===== src/fsq_consts.vh =====
`ifndef FSQ_CONSTS_VH
`define FSQ_CONSTS_VH

// ---------------------------------------------------------------
// register offsets
// ---------------------------------------------------------------
`define FSQ_ADDR_W          7
`define FSQ_OFF_FLAG        7'h2C
`define FSQ_OFF_DATA        7'h2D
`define FSQ_OFF_SEIZE       7'h2E
`define FSQ_OFF_MARK        7'h2F
`define FSQ_OFF_CTRL        7'h30

// ---------------------------------------------------------------
// control register fields and reset values
// ---------------------------------------------------------------
`define FSQ_CTRL_START      0
`define FSQ_CTRL_TRAIL      1
`define FSQ_CTRL_STD        2
`define FSQ_CTRL_ON         3
`define FSQ_CTRL_CHAN_LO    4
`define FSQ_CTRL_CHAN_HI    5
`define FSQ_RST_BYTE        8'h00
`define FSQ_RST_CHAN        2'h0
`define FSQ_READ_ZERO       8'h00

// ---------------------------------------------------------------
// message buffer and length limits
// ---------------------------------------------------------------
`define FSQ_BUF_AW          6
`define FSQ_BUF_DEPTH       64
`define FSQ_MAX_BYTES       8'h40
`define FSQ_LAST_BIT        3'h7

// ---------------------------------------------------------------
// bit timing
// ---------------------------------------------------------------
`define FSQ_CLK_HZ          125000000
`define FSQ_BAUD_RATE       1200
`define FSQ_BIT_CYCLES      (`FSQ_CLK_HZ / `FSQ_BAUD_RATE)
`define FSQ_TMR_W           17

`endif


===== src/fsq_bit_timer.v =====
`timescale 1ns/1ps
`include "fsq_consts.vh"

// ---------------------------------------------------------------
// bit period divider: one-cycle tick per bit
// ---------------------------------------------------------------
module fsq_bit_timer #(
    parameter BIT_CYCLES = `FSQ_BIT_CYCLES
) (
    input  wire                    mclk,
    input  wire                    rst,
    input  wire                    restart,
    output reg                     tick
);

    localparam [31:0]           LAST_W = BIT_CYCLES - 1;
    localparam [`FSQ_TMR_W-1:0] LAST   = LAST_W[`FSQ_TMR_W-1:0];
    localparam [`FSQ_TMR_W-1:0] ONE    = {{(`FSQ_TMR_W-1){1'b0}}, 1'b1};

    reg [`FSQ_TMR_W-1:0] cnt_q;

    // restart counts the launch cycle, so the first bit is a full period
    always @(posedge mclk or posedge rst) begin
        if (rst) begin
            cnt_q <= {`FSQ_TMR_W{1'b0}};
            tick  <= 1'b0;
        end else if (restart) begin
            cnt_q <= ONE;
            tick  <= 1'b0;
        end else if (cnt_q == LAST) begin
            cnt_q <= {`FSQ_TMR_W{1'b0}};
            tick  <= 1'b1;
        end else begin
            cnt_q <= cnt_q + ONE;
            tick  <= 1'b0;
        end
    end

endmodule // fsq_bit_timer


===== src/fsq_sequencer.v =====
// Functional notes
// - flag_length ones between consecutive message bytes; zero sends none
// - payload_length data bytes sent, flag bits not counted
// - payload_length above 64 acts as 64
// - payload_length zero sends no data bytes
// - seizure sends twice seizure_length zero-one pairs; zero omits it
// - mark phase sends mark_length ones; zero omits it
// - tone_channel_select 00..11 routes to channels 1..4; channel 1 at reset
// - generator works only while generator_on is one; off at reset
// - standard_select zero North American, one United Kingdom; zero at reset
// - trailing_mark_enable zero mutes output after last byte
// - trailing_mark_enable one keeps sending ones after last byte
// - clearing trailing_mark_enable while start is one stops trailing ones
// - software sets transmit_start; device clears it when data all sent, or with trailing_mark_enable one when trailing ones stop
// - all three lengths zero clears start right after it is set
`timescale 1ns/1ps
`include "fsq_consts.vh"

module fsq_sequencer #(
    parameter BIT_CYCLES = `FSQ_BIT_CYCLES
) (
    input  wire                    mclk,
    input  wire                    rst,
    input  wire                    reg_wr_en,
    input  wire                    reg_rd_en,
    input  wire [`FSQ_ADDR_W-1:0]  reg_addr,
    input  wire [7:0]              reg_wdata,
    output reg  [7:0]              reg_rdata,
    input  wire                    buf_wr_en,
    input  wire [`FSQ_BUF_AW-1:0]  buf_addr,
    input  wire [7:0]              buf_wdata,
    output reg                     fsk_bit,
    output reg                     fsk_active,
    output reg  [3:0]              tone_channel_en,
    output reg                     standard_select,
    output reg                     bit_strobe
);

    // ---------------------------------------------------------------
    // sequencer states
    // ---------------------------------------------------------------
    localparam [2:0] ST_IDLE  = 3'h0;
    localparam [2:0] ST_SEIZE = 3'h1;
    localparam [2:0] ST_MARK  = 3'h2;
    localparam [2:0] ST_DATA  = 3'h3;
    localparam [2:0] ST_FLAG  = 3'h4;
    localparam [2:0] ST_TRAIL = 3'h5;

    localparam [9:0] CNT_ONE  = 10'h001;
    localparam [6:0] IDX_ONE  = 7'h01;
    localparam [2:0] BIT_ONE  = 3'h1;

    // ---------------------------------------------------------------
    // registers and storage
    // ---------------------------------------------------------------
    reg [7:0]              flag_length_q;
    reg [7:0]              payload_length_q;
    reg [7:0]              seizure_length_q;
    reg [7:0]              mark_length_q;
    reg [1:0]              tone_channel_select_q;
    reg                    generator_on_q;
    reg                    standard_select_q;
    reg                    trailing_mark_enable_q;
    reg                    transmit_start_q;
    reg [7:0]              message_buffer [0:`FSQ_BUF_DEPTH-1];

    reg [2:0]              state_q;
    reg [2:0]              state_d;
    reg [9:0]              cnt_q;
    reg [9:0]              cnt_d;
    reg [6:0]              byte_idx_q;
    reg [6:0]              byte_idx_d;
    reg [2:0]              bit_idx_q;
    reg [2:0]              bit_idx_d;
    reg                    done_d;
    reg                    launch_d;

    wire                   tick;
    wire [6:0]             eff_len;
    wire                   all_zero;
    wire                   start_wr;
    wire                   start_wr_val;
    wire [2:0]             first_ph;
    wire [2:0]             after_seize;
    wire [2:0]             after_mark;
    wire [2:0]             after_data;
    wire [6:0]             next_byte;
    wire [7:0]             len_clamp;

    // ---------------------------------------------------------------
    // bit clock enable
    // ---------------------------------------------------------------
    fsq_bit_timer #(
        .BIT_CYCLES (BIT_CYCLES)
    ) u_timer (
        .mclk    (mclk),
        .rst     (rst),
        .restart (launch_d),
        .tick    (tick)
    );

    // ---------------------------------------------------------------
    // phase selection helpers
    // ---------------------------------------------------------------
    // clamp byte count to the buffer size
    assign len_clamp = (payload_length_q > `FSQ_MAX_BYTES) ?
                       `FSQ_MAX_BYTES : payload_length_q;
    assign eff_len   = len_clamp[6:0];
    assign all_zero = (seizure_length_q == `FSQ_RST_BYTE) &&
                      (mark_length_q == `FSQ_RST_BYTE) &&
                      (eff_len == 7'h00);
    assign start_wr     = reg_wr_en && (reg_addr == `FSQ_OFF_CTRL);
    assign start_wr_val = reg_wdata[`FSQ_CTRL_START];

    // next non-empty phase, skipping zero lengths
    assign after_data  = trailing_mark_enable_q ? ST_TRAIL : ST_IDLE;
    assign after_mark  = (eff_len != 7'h00) ? ST_DATA : after_data;
    assign after_seize = (mark_length_q != `FSQ_RST_BYTE) ?
                         ST_MARK : after_mark;
    assign first_ph    = (seizure_length_q != `FSQ_RST_BYTE) ?
                         ST_SEIZE : after_seize;
    assign next_byte   = byte_idx_q + IDX_ONE;

    // ---------------------------------------------------------------
    // register writes
    // ---------------------------------------------------------------
    always @(posedge mclk or posedge rst) begin
        if (rst) begin
            flag_length_q          <= `FSQ_RST_BYTE;
            payload_length_q       <= `FSQ_RST_BYTE;
            seizure_length_q       <= `FSQ_RST_BYTE;
            mark_length_q          <= `FSQ_RST_BYTE;
            tone_channel_select_q  <= `FSQ_RST_CHAN;
            generator_on_q         <= 1'b0;
            standard_select_q      <= 1'b0;
            trailing_mark_enable_q <= 1'b0;
        end else if (reg_wr_en) begin
            if (reg_addr == `FSQ_OFF_FLAG) begin
                flag_length_q <= reg_wdata;
            end else if (reg_addr == `FSQ_OFF_DATA) begin
                payload_length_q <= reg_wdata;
            end else if (reg_addr == `FSQ_OFF_SEIZE) begin
                seizure_length_q <= reg_wdata;
            end else if (reg_addr == `FSQ_OFF_MARK) begin
                mark_length_q <= reg_wdata;
            end else if (reg_addr == `FSQ_OFF_CTRL) begin
                tone_channel_select_q  <=
                    reg_wdata[`FSQ_CTRL_CHAN_HI:`FSQ_CTRL_CHAN_LO];
                generator_on_q         <= reg_wdata[`FSQ_CTRL_ON];
                standard_select_q      <= reg_wdata[`FSQ_CTRL_STD];
                trailing_mark_enable_q <= reg_wdata[`FSQ_CTRL_TRAIL];
            end
        end
    end

    // message buffer write port
    always @(posedge mclk) begin
        if (buf_wr_en) begin
            message_buffer[buf_addr] <= buf_wdata;
        end
    end

    // ---------------------------------------------------------------
    // register reads
    // ---------------------------------------------------------------
    always @(posedge mclk or posedge rst) begin
        if (rst) begin
            reg_rdata <= `FSQ_READ_ZERO;
        end else if (reg_rd_en) begin
            if (reg_addr == `FSQ_OFF_FLAG) begin
                reg_rdata <= flag_length_q;
            end else if (reg_addr == `FSQ_OFF_DATA) begin
                reg_rdata <= payload_length_q;
            end else if (reg_addr == `FSQ_OFF_SEIZE) begin
                reg_rdata <= seizure_length_q;
            end else if (reg_addr == `FSQ_OFF_MARK) begin
                reg_rdata <= mark_length_q;
            end else if (reg_addr == `FSQ_OFF_CTRL) begin
                reg_rdata <= {2'b00, tone_channel_select_q,
                              generator_on_q, standard_select_q,
                              trailing_mark_enable_q, transmit_start_q};
            end else begin
                reg_rdata <= `FSQ_READ_ZERO;
            end
        end
    end

    // ---------------------------------------------------------------
    // phase sequencer, next state
    // ---------------------------------------------------------------
    always @* begin
        state_d    = state_q;
        cnt_d      = cnt_q;
        byte_idx_d = byte_idx_q;
        bit_idx_d  = bit_idx_q;
        done_d     = 1'b0;
        launch_d   = 1'b0;
        if (!generator_on_q) begin
            state_d = ST_IDLE;
        end else if (state_q == ST_IDLE) begin
            if (transmit_start_q && !all_zero) begin
                launch_d   = 1'b1;
                state_d    = first_ph;
                byte_idx_d = 7'h00;
                bit_idx_d  = 3'h0;
                if (first_ph == ST_SEIZE) begin
                    cnt_d = {seizure_length_q, 2'b00};
                end else if (first_ph == ST_MARK) begin
                    cnt_d = {2'b00, mark_length_q};
                end else begin
                    cnt_d = 10'h000;
                end
            end
        end else if (state_q == ST_TRAIL) begin
            if (!trailing_mark_enable_q) begin
                state_d = ST_IDLE;
                done_d  = 1'b1;
            end
        end else if (tick) begin
            case (state_q)
                ST_SEIZE: begin
                    if (cnt_q > CNT_ONE) begin
                        cnt_d = cnt_q - CNT_ONE;
                    end else begin
                        state_d = after_seize;
                        cnt_d   = {2'b00, mark_length_q};
                    end
                end
                ST_MARK: begin
                    if (cnt_q > CNT_ONE) begin
                        cnt_d = cnt_q - CNT_ONE;
                    end else begin
                        state_d = after_mark;
                    end
                end
                ST_DATA: begin
                    if (bit_idx_q != `FSQ_LAST_BIT) begin
                        bit_idx_d = bit_idx_q + BIT_ONE;
                    end else if (next_byte < eff_len) begin
                        bit_idx_d  = 3'h0;
                        byte_idx_d = next_byte;
                        if (flag_length_q != `FSQ_RST_BYTE) begin
                            state_d = ST_FLAG;
                            cnt_d   = {2'b00, flag_length_q};
                        end
                    end else begin
                        state_d = after_data;
                    end
                end
                ST_FLAG: begin
                    if (cnt_q > CNT_ONE) begin
                        cnt_d = cnt_q - CNT_ONE;
                    end else begin
                        state_d = ST_DATA;
                    end
                end
                default: begin
                    state_d = ST_IDLE;
                end
            endcase
            if (state_d == ST_IDLE) begin
                done_d = 1'b1;
            end
        end
        // a write of zero to the start bit aborts the run
        if (start_wr && !start_wr_val) begin
            state_d = ST_IDLE;
        end
    end

    // ---------------------------------------------------------------
    // sequencer state registers
    // ---------------------------------------------------------------
    always @(posedge mclk or posedge rst) begin
        if (rst) begin
            state_q    <= ST_IDLE;
            cnt_q      <= 10'h000;
            byte_idx_q <= 7'h00;
            bit_idx_q  <= 3'h0;
        end else begin
            state_q    <= state_d;
            cnt_q      <= cnt_d;
            byte_idx_q <= byte_idx_d;
            bit_idx_q  <= bit_idx_d;
        end
    end

    // ---------------------------------------------------------------
    // start bit: software set wins over hardware clear
    // ---------------------------------------------------------------
    always @(posedge mclk or posedge rst) begin
        if (rst) begin
            transmit_start_q <= 1'b0;
        end else if (start_wr) begin
            transmit_start_q <= start_wr_val;
        end else if (transmit_start_q && all_zero &&
                     state_q == ST_IDLE) begin
            transmit_start_q <= 1'b0;
        end else if (done_d) begin
            transmit_start_q <= 1'b0;
        end
    end

    // ---------------------------------------------------------------
    // output stage
    // ---------------------------------------------------------------
    always @(posedge mclk or posedge rst) begin
        if (rst) begin
            fsk_bit         <= 1'b1;
            fsk_active      <= 1'b0;
            tone_channel_en <= 4'h0;
            standard_select <= 1'b0;
            bit_strobe      <= 1'b0;
        end else begin
            standard_select <= standard_select_q;
            bit_strobe      <= (tick || launch_d) &&
                               (state_d != ST_IDLE);
            fsk_active      <= (state_d != ST_IDLE);
            if (state_d != ST_IDLE) begin
                tone_channel_en <= 4'h1 << tone_channel_select_q;
            end else begin
                tone_channel_en <= 4'h0;
            end
            case (state_d)
                ST_SEIZE: fsk_bit <= cnt_d[0];
                ST_DATA:  fsk_bit <= cur_byte_d(bit_idx_d);
                default:  fsk_bit <= 1'b1;
            endcase
        end
    end

    // ---------------------------------------------------------------
    // data bit pick, lsb first, from the byte about to be sent
    // ---------------------------------------------------------------
    function cur_byte_d;
        input [2:0] idx;
        reg   [7:0] b;
        begin
            b          = message_buffer[byte_idx_d[`FSQ_BUF_AW-1:0]];
            cur_byte_d = b[idx];
        end
    endfunction

endmodule // fsq_sequencer


===== config.mk =====
export PLATFORM = sky130hd
export DESIGN_NAME = fsq_sequencer
export DESIGN_NICKNAME = d
export VERILOG_FILES = /design/src/fsq_bit_timer.v /design/src/fsq_sequencer.v
export VERILOG_INCLUDE_DIRS = /design/src /design/src/src
export SDC_FILE = /design/constraint.sdc
export NUM_CORES = 1
export LEC_CHECK = 0
export BUFFER_PORTS_ARGS = -buffer_cell sky130_fd_sc_hd__buf_2
export CAP_MARGIN = 20
export CELL_PAD_IN_SITES_DETAIL_PLACEMENT = 0
export CELL_PAD_IN_SITES_GLOBAL_PLACEMENT = 2
export CORE_MARGIN = 2
export CORE_UTILIZATION = 40
export DETAILED_ROUTE_END_ITERATION = 6
export HOLD_SLACK_MARGIN = 0.03
export PLACE_DENSITY_LB_ADDON = 0.1
export SLEW_MARGIN = 20
export SYNTH_ARGS = -nofsm -noshare
export SYNTH_HDL_FRONTEND = slang
export SYNTH_SLANG_ARGS = --single-unit

===== constraint.sdc =====
create_clock -name mclk -period 4.4 [get_ports mclk]
set_input_delay 0.22 -clock mclk [delete_from_list [all_inputs] [get_ports mclk]]
set_output_delay 0.22 -clock mclk [all_outputs]
set_load 0.01 [all_outputs]

==> results of run 1 <==
## cell families after synthesis
| group | Yosys count | share of synthesized area, % |
|---|---|---|
| muxes | 77 | 3.11 |
| buffers and inverters | 144 | 2.67 |
| and+or+nand+nor | 821 | 14.6 |
| AOI/OAI and AO/OA | 376 | 10.3 |
| xor gates and xnor gates | 27 | 0.903 |
| DFF | 607 | 67.8 |
| adders and majority gates | 13 | 0.621 |
## power by group through the flow
stage               registers (mW)  logic (mW)  clock network [mW]
floorplan                     6.51       0.270                   0
global placement              6.53       0.557                   0
detailed placement            6.54       0.565                   0
CTS                           6.42       0.606                5.79
global route                  6.43       0.663                6.03
finish                        6.42       0.610                5.70
## flip-flops by register name, indices dropped and copies added, names as in the netlist, 7 cells and up
name and flops:
byte_idx_q 7, cnt_q 10, flag_length_q 8, mark_length_q 8
message_buffer 512, payload_length_q 8, reg_rdata 8, seizure_length_q 8
u_timer.cnt_q 17
## worst max-delay path by stage
stage | startpoint | to | cells past startpoint
after floorplan | byte_idx_q[0] | fsk_bit | 18
after detailed placement | byte_idx_q[0] | fsk_bit | 19
after CTS | byte_idx_q[1] | fsk_bit | 21
final | byte_idx_q[0] | fsk_bit | 21
after global routing | byte_idx_q[0] | fsk_bit | 22
after global placement | byte_idx_q[0] | fsk_bit | 19
## layout make-up
| type | count | area share [%] |
|---|---|---|
| timing repair inverter | 1 | 0.0346 |
| clock inverter | 33 | 0.996 |
| timing repair buffer | 357 | 9.72 |
| multi-input combinational | 1314 | 25.2 |
| sequential | 607 | 54.6 |
| clock buffer | 87 | 5.84 |
| inverter | 24 | 0.350 |
| tap | 855 | 3.29 |
## worst max-delay path: stages, from the launching register on
cell,delay [ns]
dfrtp_1,0.38
ha_2,0.19
and3_4,0.19
xor2_1,0.14
ha_1,0.32
a211oi_2,0.23
o211ai_1,0.16
buf_4,0.17
o22a_1,0.20
buf_6,0.14
o211ai_1,0.18
o211a_4,0.26
buf_4,0.13
buf_4,0.15
nor4_4,0.06
buf_12,0.14
a31oi_4,0.20
nand4_1,0.18
or4_4,0.57
a31oi_4,0.20
o31ai_2,0.09
a211oi_2,0.28
## through the flow
step                      TNS, ns  worst slack (ns)  utilization [%]  total power, mW
after global routing       -0.383            -0.383             50.4             13.1
final                      -0.300            -0.300             50.4             12.7
after detailed placement   -0.632            -0.632             45.2             7.10
after CTS                  -0.151            -0.151             50.2             12.8
after floorplan                 0             0.188                -             6.78
after global placement     -0.547            -0.547             45.2             7.09
## layout by cell type, fill, tap and decap left out, drive strengths merged, types with 8 or more instances in the layout
| cell type | netlist | final |
|---|---|---|
| nor4 | 15 | 15 |
| a311oi | 19 | 19 |
| nand2 | 385 | 385 |
| nand3 | 68 | 68 |
| mux2i | 42 | 42 |
| o21ai | 34 | 34 |
| mux2 | 35 | 35 |
| nand2b | 10 | 10 |
| and3 | 87 | 87 |
| o22ai | 13 | 13 |
| a221oi | 11 | 11 |
| a32oi | 13 | 13 |
| dlygate4sd3 | 0 | 10 |
| xnor2 | 15 | 15 |
| or3 | 9 | 9 |
| a211oi | 72 | 72 |
| dfrtp | 94 | 94 |
| inv | 23 | 25 |
| clkbuf | 56 | 88 |
| a31oi | 66 | 66 |
| o21a | 10 | 10 |
| o221ai | 10 | 10 |
| xor2 | 12 | 12 |
| a22oi | 11 | 11 |
| edfxtp | 512 | 512 |
| ha | 13 | 13 |
| nand4 | 31 | 31 |
| o211ai | 8 | 8 |
| nor2 | 142 | 142 |
| buf | 64 | 341 |
| clkinv | 1 | 27 |
| or4 | 10 | 10 |
| a21oi | 50 | 50 |
| nor3 | 31 | 31 |
## per-layer routing
metal	up-vias	share of wire, %	global-route usage, %
met1	9717	44	36.5
met2	692	47	42.3
met3	147	6.7	4.92
met5	-	0	0
met4	0	2.9	8.29
li1	8511	-	-
## what timing repair did
| action | CTS | global route |
|---|---|---|
| resized for setup | 105 | 19 |
| pin swaps | 37 | 24 |
| setup buffers | 23 | 1 |
| gates cloned | 8 | 1 |
| hold buffers | 10 | 0 |
| hold endpoints to repair | 90 | 0 |
| setup endpoints to repair | 1 | 1 |
==> flow_metrics.env, run 1 <==
export IMPL_clk_path_buf_depth=3
export IMPL_setup_worst_path_start_class="flop"
export IMPL_cts_htree_levels=3
export IMPL_drtIter0Drc=2216
export IMPL_arrival_ns=5.20
export IMPL_place_gp_congestion=0.975
export IMPL_p_int_mw=9.96
export IMPL_critical_path_required_ns=4.90
export IMPL_hold_start="reg_addr[1]"
export IMPL_root_buffer="clkbuf_16"
export IMPL_yosys_register_bits=607
export IMPL_nets=2422
export IMPL_reg2reg_to="fsk_bit"
export IMPL_fin_skew_ns=0.0222
export IMPL_area_growth_pct=24.3
export IMPL_post_route_cell_area_um2=32500
export IMPL_placed_area_um2=29200
export IMPL_io_buffers=49
export IMPL_drv_slew=0
export IMPL_multi_input_area_um2=8200
export IMPL_hold_class="input port to flop"
export IMPL_reg2reg_slack_ns=-0.30
export IMPL_mappedNetlistNets=2112
export IMPL_firstDrtPassIters=5
export IMPL_viasPerCell=5.82
export IMPL_ios=50
export IMPL_synthFlopType="edfxtp_1"
export IMPL_synthCells=2065
export IMPL_clockPowerShare_pct=44.8
export IMPL_cts_sinks=607
export IMPL_end_kind="flop"
export IMPL_ys_async_sr_fraction_pct=15.7
export IMPL_ys_seq_area_share_pct=67.8
export IMPL_die_h_um=260
export IMPL_peakVddDrop_mv=0.347
export IMPL_netlist_area_um2=26200
export IMPL_p_leak_nw=11.8
export IMPL_synth_common_cells="edfxtp_1, nand2_1, nor2_1"
export IMPL_max_cap_violations=0
export IMPL_yosys_area_top_type_share_pct=58.7
export IMPL_row_count=93
export IMPL_grt_total_usage_pct=26.4
export IMPL_clk_latency_ns=0.61
export IMPL_finalHoldViolCount=0
export IMPL_wirelength_um=88600
export IMPL_drive_gt1_share_pct=23.5
export IMPL_nFillCells=5629
export IMPL_power_frac_comb_pct=4.8
export IMPL_seqPwrFrac_pct=50.4
export IMPL_synth_top_area_cell="edfxtp_1"
export IMPL_grt_max_degree=65
export IMPL_regArea_um2=17800
export IMPL_cts_clk_slew_worst_paths_ns=0.06
export IMPL_global_route_overflow_total=0
export IMPL_die_width_um=260
export IMPL_route_vias_total=19100
export IMPL_setup_ws_ns=-0.300
export IMPL_violations="setup timing"
export IMPL_routedWlPerCell_um=27.0
export IMPL_slew_headroom_pct=22.3
export IMPL_crit_type="flop to flop"
export IMPL_numCtsBuffers=70
export IMPL_antenna_found_initial=1
export IMPL_yosys_top_cells_area="edfxtp_1, dfrtp_1, nand2_1"
export IMPL_layout_min_cycle_time_ns=4.70
export IMPL_yosys_cell_types_count=89
export IMPL_synth_edf_count=512
export IMPL_p_per_area_nw_per_um2=391
export IMPL_start_util_pct=40.5
export IMPL_synth_most_common_cell="edfxtp_1"
export IMPL_tightestPinTransition_ns=1.16
export IMPL_setup_viol=1
export IMPL_die_area_um2=67500
export IMPL_crit_fanout=6
export IMPL_fin_crit_sh_pct=107
export IMPL_dp_final_hpwl_um=59600
export IMPL_ff2ff_path_depth=21
export IMPL_fp_coreArea_um2=64600
export IMPL_grt_first_pass_wirelength_um=131000
export IMPL_instances_no_fill=3278
export IMPL_synth_warnings=0
export IMPL_min_path_cells=4
export IMPL_insertedDiodeCount=0
export IMPL_cts_tree="done"
export IMPL_hold_path_end="reg_rdata[0]"
export IMPL_p_sw_share_pct=21.7
export IMPL_rsz0062_at_grt="yes"
export IMPL_drc_errors=0
export IMPL_worstReg2RegStart="byte_idx_q[0]"
export IMPL_fmax_mhz=213
export IMPL_ant_nets=0
export IMPL_dpl_cell_count=3116
export IMPL_syn_mean_instance_area_um2=12.7
export IMPL_fin_hold_ws_ns=0.127
export IMPL_grt_pass1_vias=19000
export IMPL_p_switching_mw=2.77
export IMPL_status="finished, violations left"
Note: power is estimated with default switching activity, not from simulation.
==> run 2, diff against run 1 <==
--- a/config.mk
+++ b/config.mk
@@ -8,13 +8,12 @@
 export LEC_CHECK = 0
 export BUFFER_PORTS_ARGS = -buffer_cell sky130_fd_sc_hd__buf_2
 export CAP_MARGIN = 20
-export CELL_PAD_IN_SITES_DETAIL_PLACEMENT = 0
-export CELL_PAD_IN_SITES_GLOBAL_PLACEMENT = 2
+export CORE_ASPECT_RATIO = 1.25
 export CORE_MARGIN = 2
-export CORE_UTILIZATION = 40
+export CORE_UTILIZATION = 45
 export DETAILED_ROUTE_END_ITERATION = 6
 export HOLD_SLACK_MARGIN = 0.03
-export PLACE_DENSITY_LB_ADDON = 0.1
+export SKIP_CTS_REPAIR_TIMING = 1
 export SLEW_MARGIN = 20
 export SYNTH_ARGS = -nofsm -noshare
 export SYNTH_HDL_FRONTEND = slang
==> flow_metrics.env, run 2 (synthesized netlist as in run 1, its figures left out) <==
export IMPL_p_sw_share_pct=21.8
export IMPL_slew_headroom_pct=23.0
export IMPL_grt_first_pass_wirelength_um=119000
export IMPL_die_area_um2=60100
export IMPL_wirelength_um=82900
export IMPL_end_kind="flop"
export IMPL_nets=2409
export IMPL_die_width_um=220
export IMPL_finalHoldViolCount=0
export IMPL_nFillCells=4750
export IMPL_ios=50
export IMPL_regMostFlops="message_buffer"
export IMPL_setup_ws_ns=-0.263
export IMPL_tightestPinTransition_ns=1.15
export IMPL_crit_type="flop to flop"
export IMPL_fp_coreArea_um2=57400
export IMPL_reg_top3="message_buffer: 512 flops, u_timer.cnt_q: 17 flops, cnt_q: 10 flops"
export IMPL_critical_path_required_ns=4.94
export IMPL_cts_tree="done"
export IMPL_fin_crit_sh_pct=106
export IMPL_post_route_cell_area_um2=32000
export IMPL_largest_reg_flops=512
export IMPL_routedWlPerCell_um=26.2
export IMPL_violations="DRC, setup timing"
export IMPL_placed_area_um2=28900
export IMPL_peakVddDrop_mv=0.336
export IMPL_mostFrequentLayoutCells="edfxtp_1, nand2_1, buf_4"
export IMPL_power_frac_comb_pct=4.5
export IMPL_final_common_cell="edfxtp_1"
export IMPL_firstDrtPassIters=7
export IMPL_crit_fanout=16
export IMPL_status="finished, violations left"
export IMPL_drtIter0Drc=2262
export IMPL_dp_final_hpwl_um=55500
export IMPL_antenna_found_initial=0
export IMPL_drive_gt1_share_pct=24.0
export IMPL_global_route_overflow_total=0
export IMPL_row_count=98
export IMPL_rsz0062_at_grt="yes"
export IMPL_drv_slew=0
export IMPL_max_cap_violations=0
export IMPL_numCtsBuffers=59
export IMPL_final_core_utilization_pct=55.8
export IMPL_clk_latency_ns=0.65
export IMPL_cts_clk_slew_worst_paths_ns=0.07
export IMPL_setup_viol=1
export IMPL_cts_htree_levels=2
export IMPL_arrival_ns=5.20
export IMPL_finalSetupTns_ns=-0.263
export IMPL_fmax_mhz=214
export IMPL_hold_class="input port to flop"
export IMPL_setup_worst_path_start_class="flop"
export IMPL_p_int_mw=9.63
export IMPL_io_buffers=49
export IMPL_viasPerCell=6.00
export IMPL_fin_skew_ns=0.0179
export IMPL_place_gp_congestion=1.03
export IMPL_p_switching_mw=2.69
export IMPL_cts_sinks=607
export IMPL_clk_path_buf_depth=3
export IMPL_seqPwrFrac_pct=52.2
export IMPL_grt_total_usage_pct=26.9
export IMPL_p_per_area_nw_per_um2=384
export IMPL_p_leak_nw=11.6
export IMPL_area_growth_pct=22.4
export IMPL_clockPowerShare_pct=43.3
export IMPL_drc_errors=6
export IMPL_grt_pass1_vias=18400
export IMPL_route_vias_total=19000
export IMPL_die_h_um=274
export IMPL_start_util_pct=45.6
export IMPL_insertedDiodeCount=0
export IMPL_layout_min_cycle_time_ns=4.66
export IMPL_grt_max_degree=65
export IMPL_ant_nets=0
export IMPL_root_buffer="clkbuf_16"
run 2: cell count changes in the layout (fill, tap and decap cells not counted), sizes merged:
cell,change
bufbuf,-5
buf,-3
clkinvlp,+5
bufinv,+4
clkinv,+3
clkbuf,-15
run 2: critical path, stage by stage, from the launching register on:
cell,delay [ns]
dfrtp_1,0.35
ha_2,0.18
and3_4,0.21
nand3_2,0.09
xnor2_2,0.16
ha_1,0.30
o21ai_1,0.09
o211ai_1,0.27
o22ai_1,0.12
buf_4,0.20
a211o_2,0.33
and2_4,0.19
buf_4,0.16
inv_6,0.09
buf_12,0.12
buf_4,0.14
clkbuf_16,0.18
nand2_1,0.07
a31oi_1,0.21
buf_4,0.17
o22ai_1,0.08
a2111o_1,0.45
nand3_1,0.13
o31ai_2,0.07
a211oi_2,0.19
run 2: per-layer routing:
layer	routed length, um	track usage, %	vias to the layer above
li1	-	-	8434
met1	32100	33.5	9465
met2	40500	45.6	860
met3	6190	4.99	204
met4	4020	11.6	0
met5	0	0	-
run 2: final cells by class:
class / count / area, um^2 / area share, %
well taps: 750 / 938 / 2.93
multi-input cells: 1314 / 8210 / 25.6
flip-flops and latches: 607 / 17800 / 55.4
inverters: 24 / 124 / 0.387
clock buffers: 66 / 1520 / 4.76
repair inverters: 1 / 8.76 / 0.0273
clock inverters: 45 / 518 / 1.62
repair buffers: 355 / 2960 / 9.24
run 2: worst paths after layout:
| kind | from | end | slack (ns) | cells past startpoint |
|---|---|---|---|---|
| setup reg to reg | byte_idx_q[0] | fsk_bit | -0.26 | 24 |
| hold / removal | reg_addr[1] | reg_rdata[0] | 0.09 | 4 |
| hold reg to reg | standard_select_q | standard_select | 0.47 | 0 |
| setup / recovery | byte_idx_q[0] | fsk_bit | -0.26 | 24 |
| max in group asynchronous | rst | fsk_bit | 3.09 | 4 |
| min in group asynchronous | rst | fsk_active | 0.31 | 3 |
run 2: power by group through the flow:
| stage | combinational [mW] | clock [mW] | sequential [mW] |
|---|---|---|---|
| 2_1_floorplan | 0.270 | 0 | 6.51 |
| 3_3_place_gp | 0.515 | 0 | 6.54 |
| 3_5_place_dp | 0.527 | 0 | 6.54 |
| 4_1_cts | 0.527 | 5.39 | 6.42 |
| 5_1_grt | 0.604 | 5.59 | 6.43 |
| 6_report | 0.558 | 5.33 | 6.42 |
run 2: through the flow:
stage	setup WS, ns	hold slack [ns]	power [mW]	std cells
6_report	-0.263	0.0940	12.3	3162
5_1_grt	-0.530	0.120	12.6	3162
4_1_cts	-0.484	-0.226	12.3	3113
3_5_place_dp	-0.464	0.435	7.07	3002
3_3_place_gp	-0.410	0.421	7.05	3002
2_1_floorplan	0.188	0.319	6.78	2065
==> run 3, diff against run 2 <==
--- a/config.mk
+++ b/config.mk
@@ -13,6 +13,7 @@
 export CORE_UTILIZATION = 45
 export DETAILED_ROUTE_END_ITERATION = 6
 export HOLD_SLACK_MARGIN = 0.03
+export PLACE_DENSITY_LB_ADDON = 0.2
 export SKIP_CTS_REPAIR_TIMING = 1
 export SLEW_MARGIN = 20
 export SYNTH_ARGS = -nofsm -noshare
==> flow_metrics.env, run 3 (synthesized netlist as in run 1, its figures left out) <==
export IMPL_cts_clk_slew_worst_paths_ns=0.07
export IMPL_setup_worst_path_start_class="flop"
export IMPL_arrival_ns=5.28
export IMPL_final_common_cell="edfxtp_1"
export IMPL_finalHoldViolCount=0
export IMPL_grt_pass1_vias=18700
export IMPL_cts_sinks=607
export IMPL_wirelength_um=85300
export IMPL_drv_slew=0
export IMPL_ff2ff_path_depth=20
export IMPL_drtIter0Drc=2263
export IMPL_fmax_mhz=212
export IMPL_root_buffer="clkbuf_16"
export IMPL_regMostFlops="message_buffer"
export IMPL_min_path_cells=1
export IMPL_grt_total_usage_pct=27.6
export IMPL_nets=2405
export IMPL_peakVddDrop_mv=0.353
export IMPL_ios=50
export IMPL_cts_htree_levels=2
export IMPL_area_growth_pct=21.8
export IMPL_largest_reg_flops=512
export IMPL_p_leak_nw=11.6
export IMPL_firstDrtPassIters=7
export IMPL_die_h_um=274
export IMPL_drc_errors=0
export IMPL_critical_path_required_ns=4.95
export IMPL_fin_total_pwr_mw=12.0
export IMPL_io_buffers=49
export IMPL_setup_viol=1
export IMPL_die_width_um=220
export IMPL_grt_max_degree=65
export IMPL_max_cap_violations=0
export IMPL_fin_crit_sh_pct=107
export IMPL_row_count=98
export IMPL_fp_coreArea_um2=57400
export IMPL_crit_type="flop to flop"
export IMPL_end_kind="flop"
export IMPL_status="finished, violations left"
export IMPL_ant_nets=0
export IMPL_mostFrequentLayoutCells="edfxtp_1, nand2_1, buf_4"
export IMPL_tightestPinTransition_ns=1.16
export IMPL_clk_latency_ns=0.64
export IMPL_violations="setup timing"
export IMPL_p_per_area_nw_per_um2=376
export IMPL_dp_final_hpwl_um=56400
export IMPL_routedWlPerCell_um=27.1
export IMPL_place_gp_congestion=0.988
export IMPL_finalSetupTns_ns=-0.324
export IMPL_rsz0062_at_grt="yes"
export IMPL_hold_class="input port to flop"
export IMPL_route_vias_total=19200
export IMPL_insertedDiodeCount=0
export IMPL_slew_headroom_pct=22.7
export IMPL_reg_top3="message_buffer: 512 flops, u_timer.cnt_q: 17 flops, cnt_q: 10 flops"
export IMPL_setup_ws_ns=-0.324
export IMPL_layout_min_cycle_time_ns=4.72
export IMPL_global_route_overflow_total=0
export IMPL_numCtsBuffers=59
export IMPL_die_area_um2=60100
export IMPL_crit_fanout=10
export IMPL_clk_path_buf_depth=3
export IMPL_cts_tree="done"
export IMPL_start_util_pct=45.6
export IMPL_viasPerCell=6.10
export IMPL_drive_gt1_share_pct=23.1
export IMPL_grt_first_pass_wirelength_um=122000
export IMPL_fin_skew_ns=0.0121
export IMPL_antenna_found_initial=0
## run 3: per-layer routing
| metal | track usage [%] | wire, um | up-vias |
|---|---|---|---|
| met5 | 0 | 0 | - |
| met4 | 13.6 | 4880 | 0 |
| met3 | 4.13 | 6210 | 238 |
| met2 | 45.8 | 41700 | 927 |
| met1 | 35.2 | 32500 | 9620 |
| li1 | - | - | 8443 |
## run 3: worst paths after layout
check | slack, ns | start | endpoint
min in group asynchronous | 0.29 | rst | u_timer.cnt_q[7]
max in group asynchronous | 3.12 | rst | payload_length_q[7]
worst max-delay path | -0.32 | byte_idx_q[1] | fsk_bit
worst min-delay path | 0.06 | buf_wdata[4] | message_buffer[27][4]
worst min register to register | 0.42 | standard_select_q | standard_select
worst max register to register | -0.32 | byte_idx_q[1] | fsk_bit
## run 3: layout make-up
cell class	count	area, um^2
Clock inverter	38	340
Timing Repair Buffer	349	2940
Timing Repair inverter	3	57.6
Clock buffer	69	1540
Fill cell	4692	25500
Tap cell	750	938
Multi-Input combinational cell	1314	8180
Inverter	24	133
Sequential cell	607	17800
## run 3: through the flow
stage	hold slack, ns	cell area [um^2]	cells	worst slack, ns	utilization [%]
finish	0.0554	31900	3154	-0.324	55.5
global route	0.0563	31900	3154	-0.363	55.5
CTS	-0.240	30800	3107	-0.554	53.7
detailed placement	0.417	28900	3000	-0.486	50.4
global placement	0.421	28900	3000	-0.394	50.4
floorplan	0.319	26200	2065	0.188	-
## run 3: critical path: stages (launching register included)
cell	delay (ns)
dfrtp_1	0.36
ha_2	0.18
and3_4	0.20
nand3_2	0.10
xnor2_2	0.15
ha_1	0.32
o21ai_2	0.08
o211ai_1	0.35
o22ai_2	0.12
buf_6	0.16
a211o_4	0.32
and2_4	0.26
clkinv_16	0.12
buf_12	0.14
mux2i_1	0.43
a22oi_1	0.18
a21oi_1	0.22
nor4_1	0.11
or4_1	0.53
nor3_2	0.21
a211oi_2	0.07
## run 3: power breakdown
group	switching [mW]	internal (mW)	leakage (nW)
clock	2.20	2.78	0.920
sequential	0.0874	6.33	5.89
combinational	0.383	0.216	4.74
total	2.67	9.33	11.6
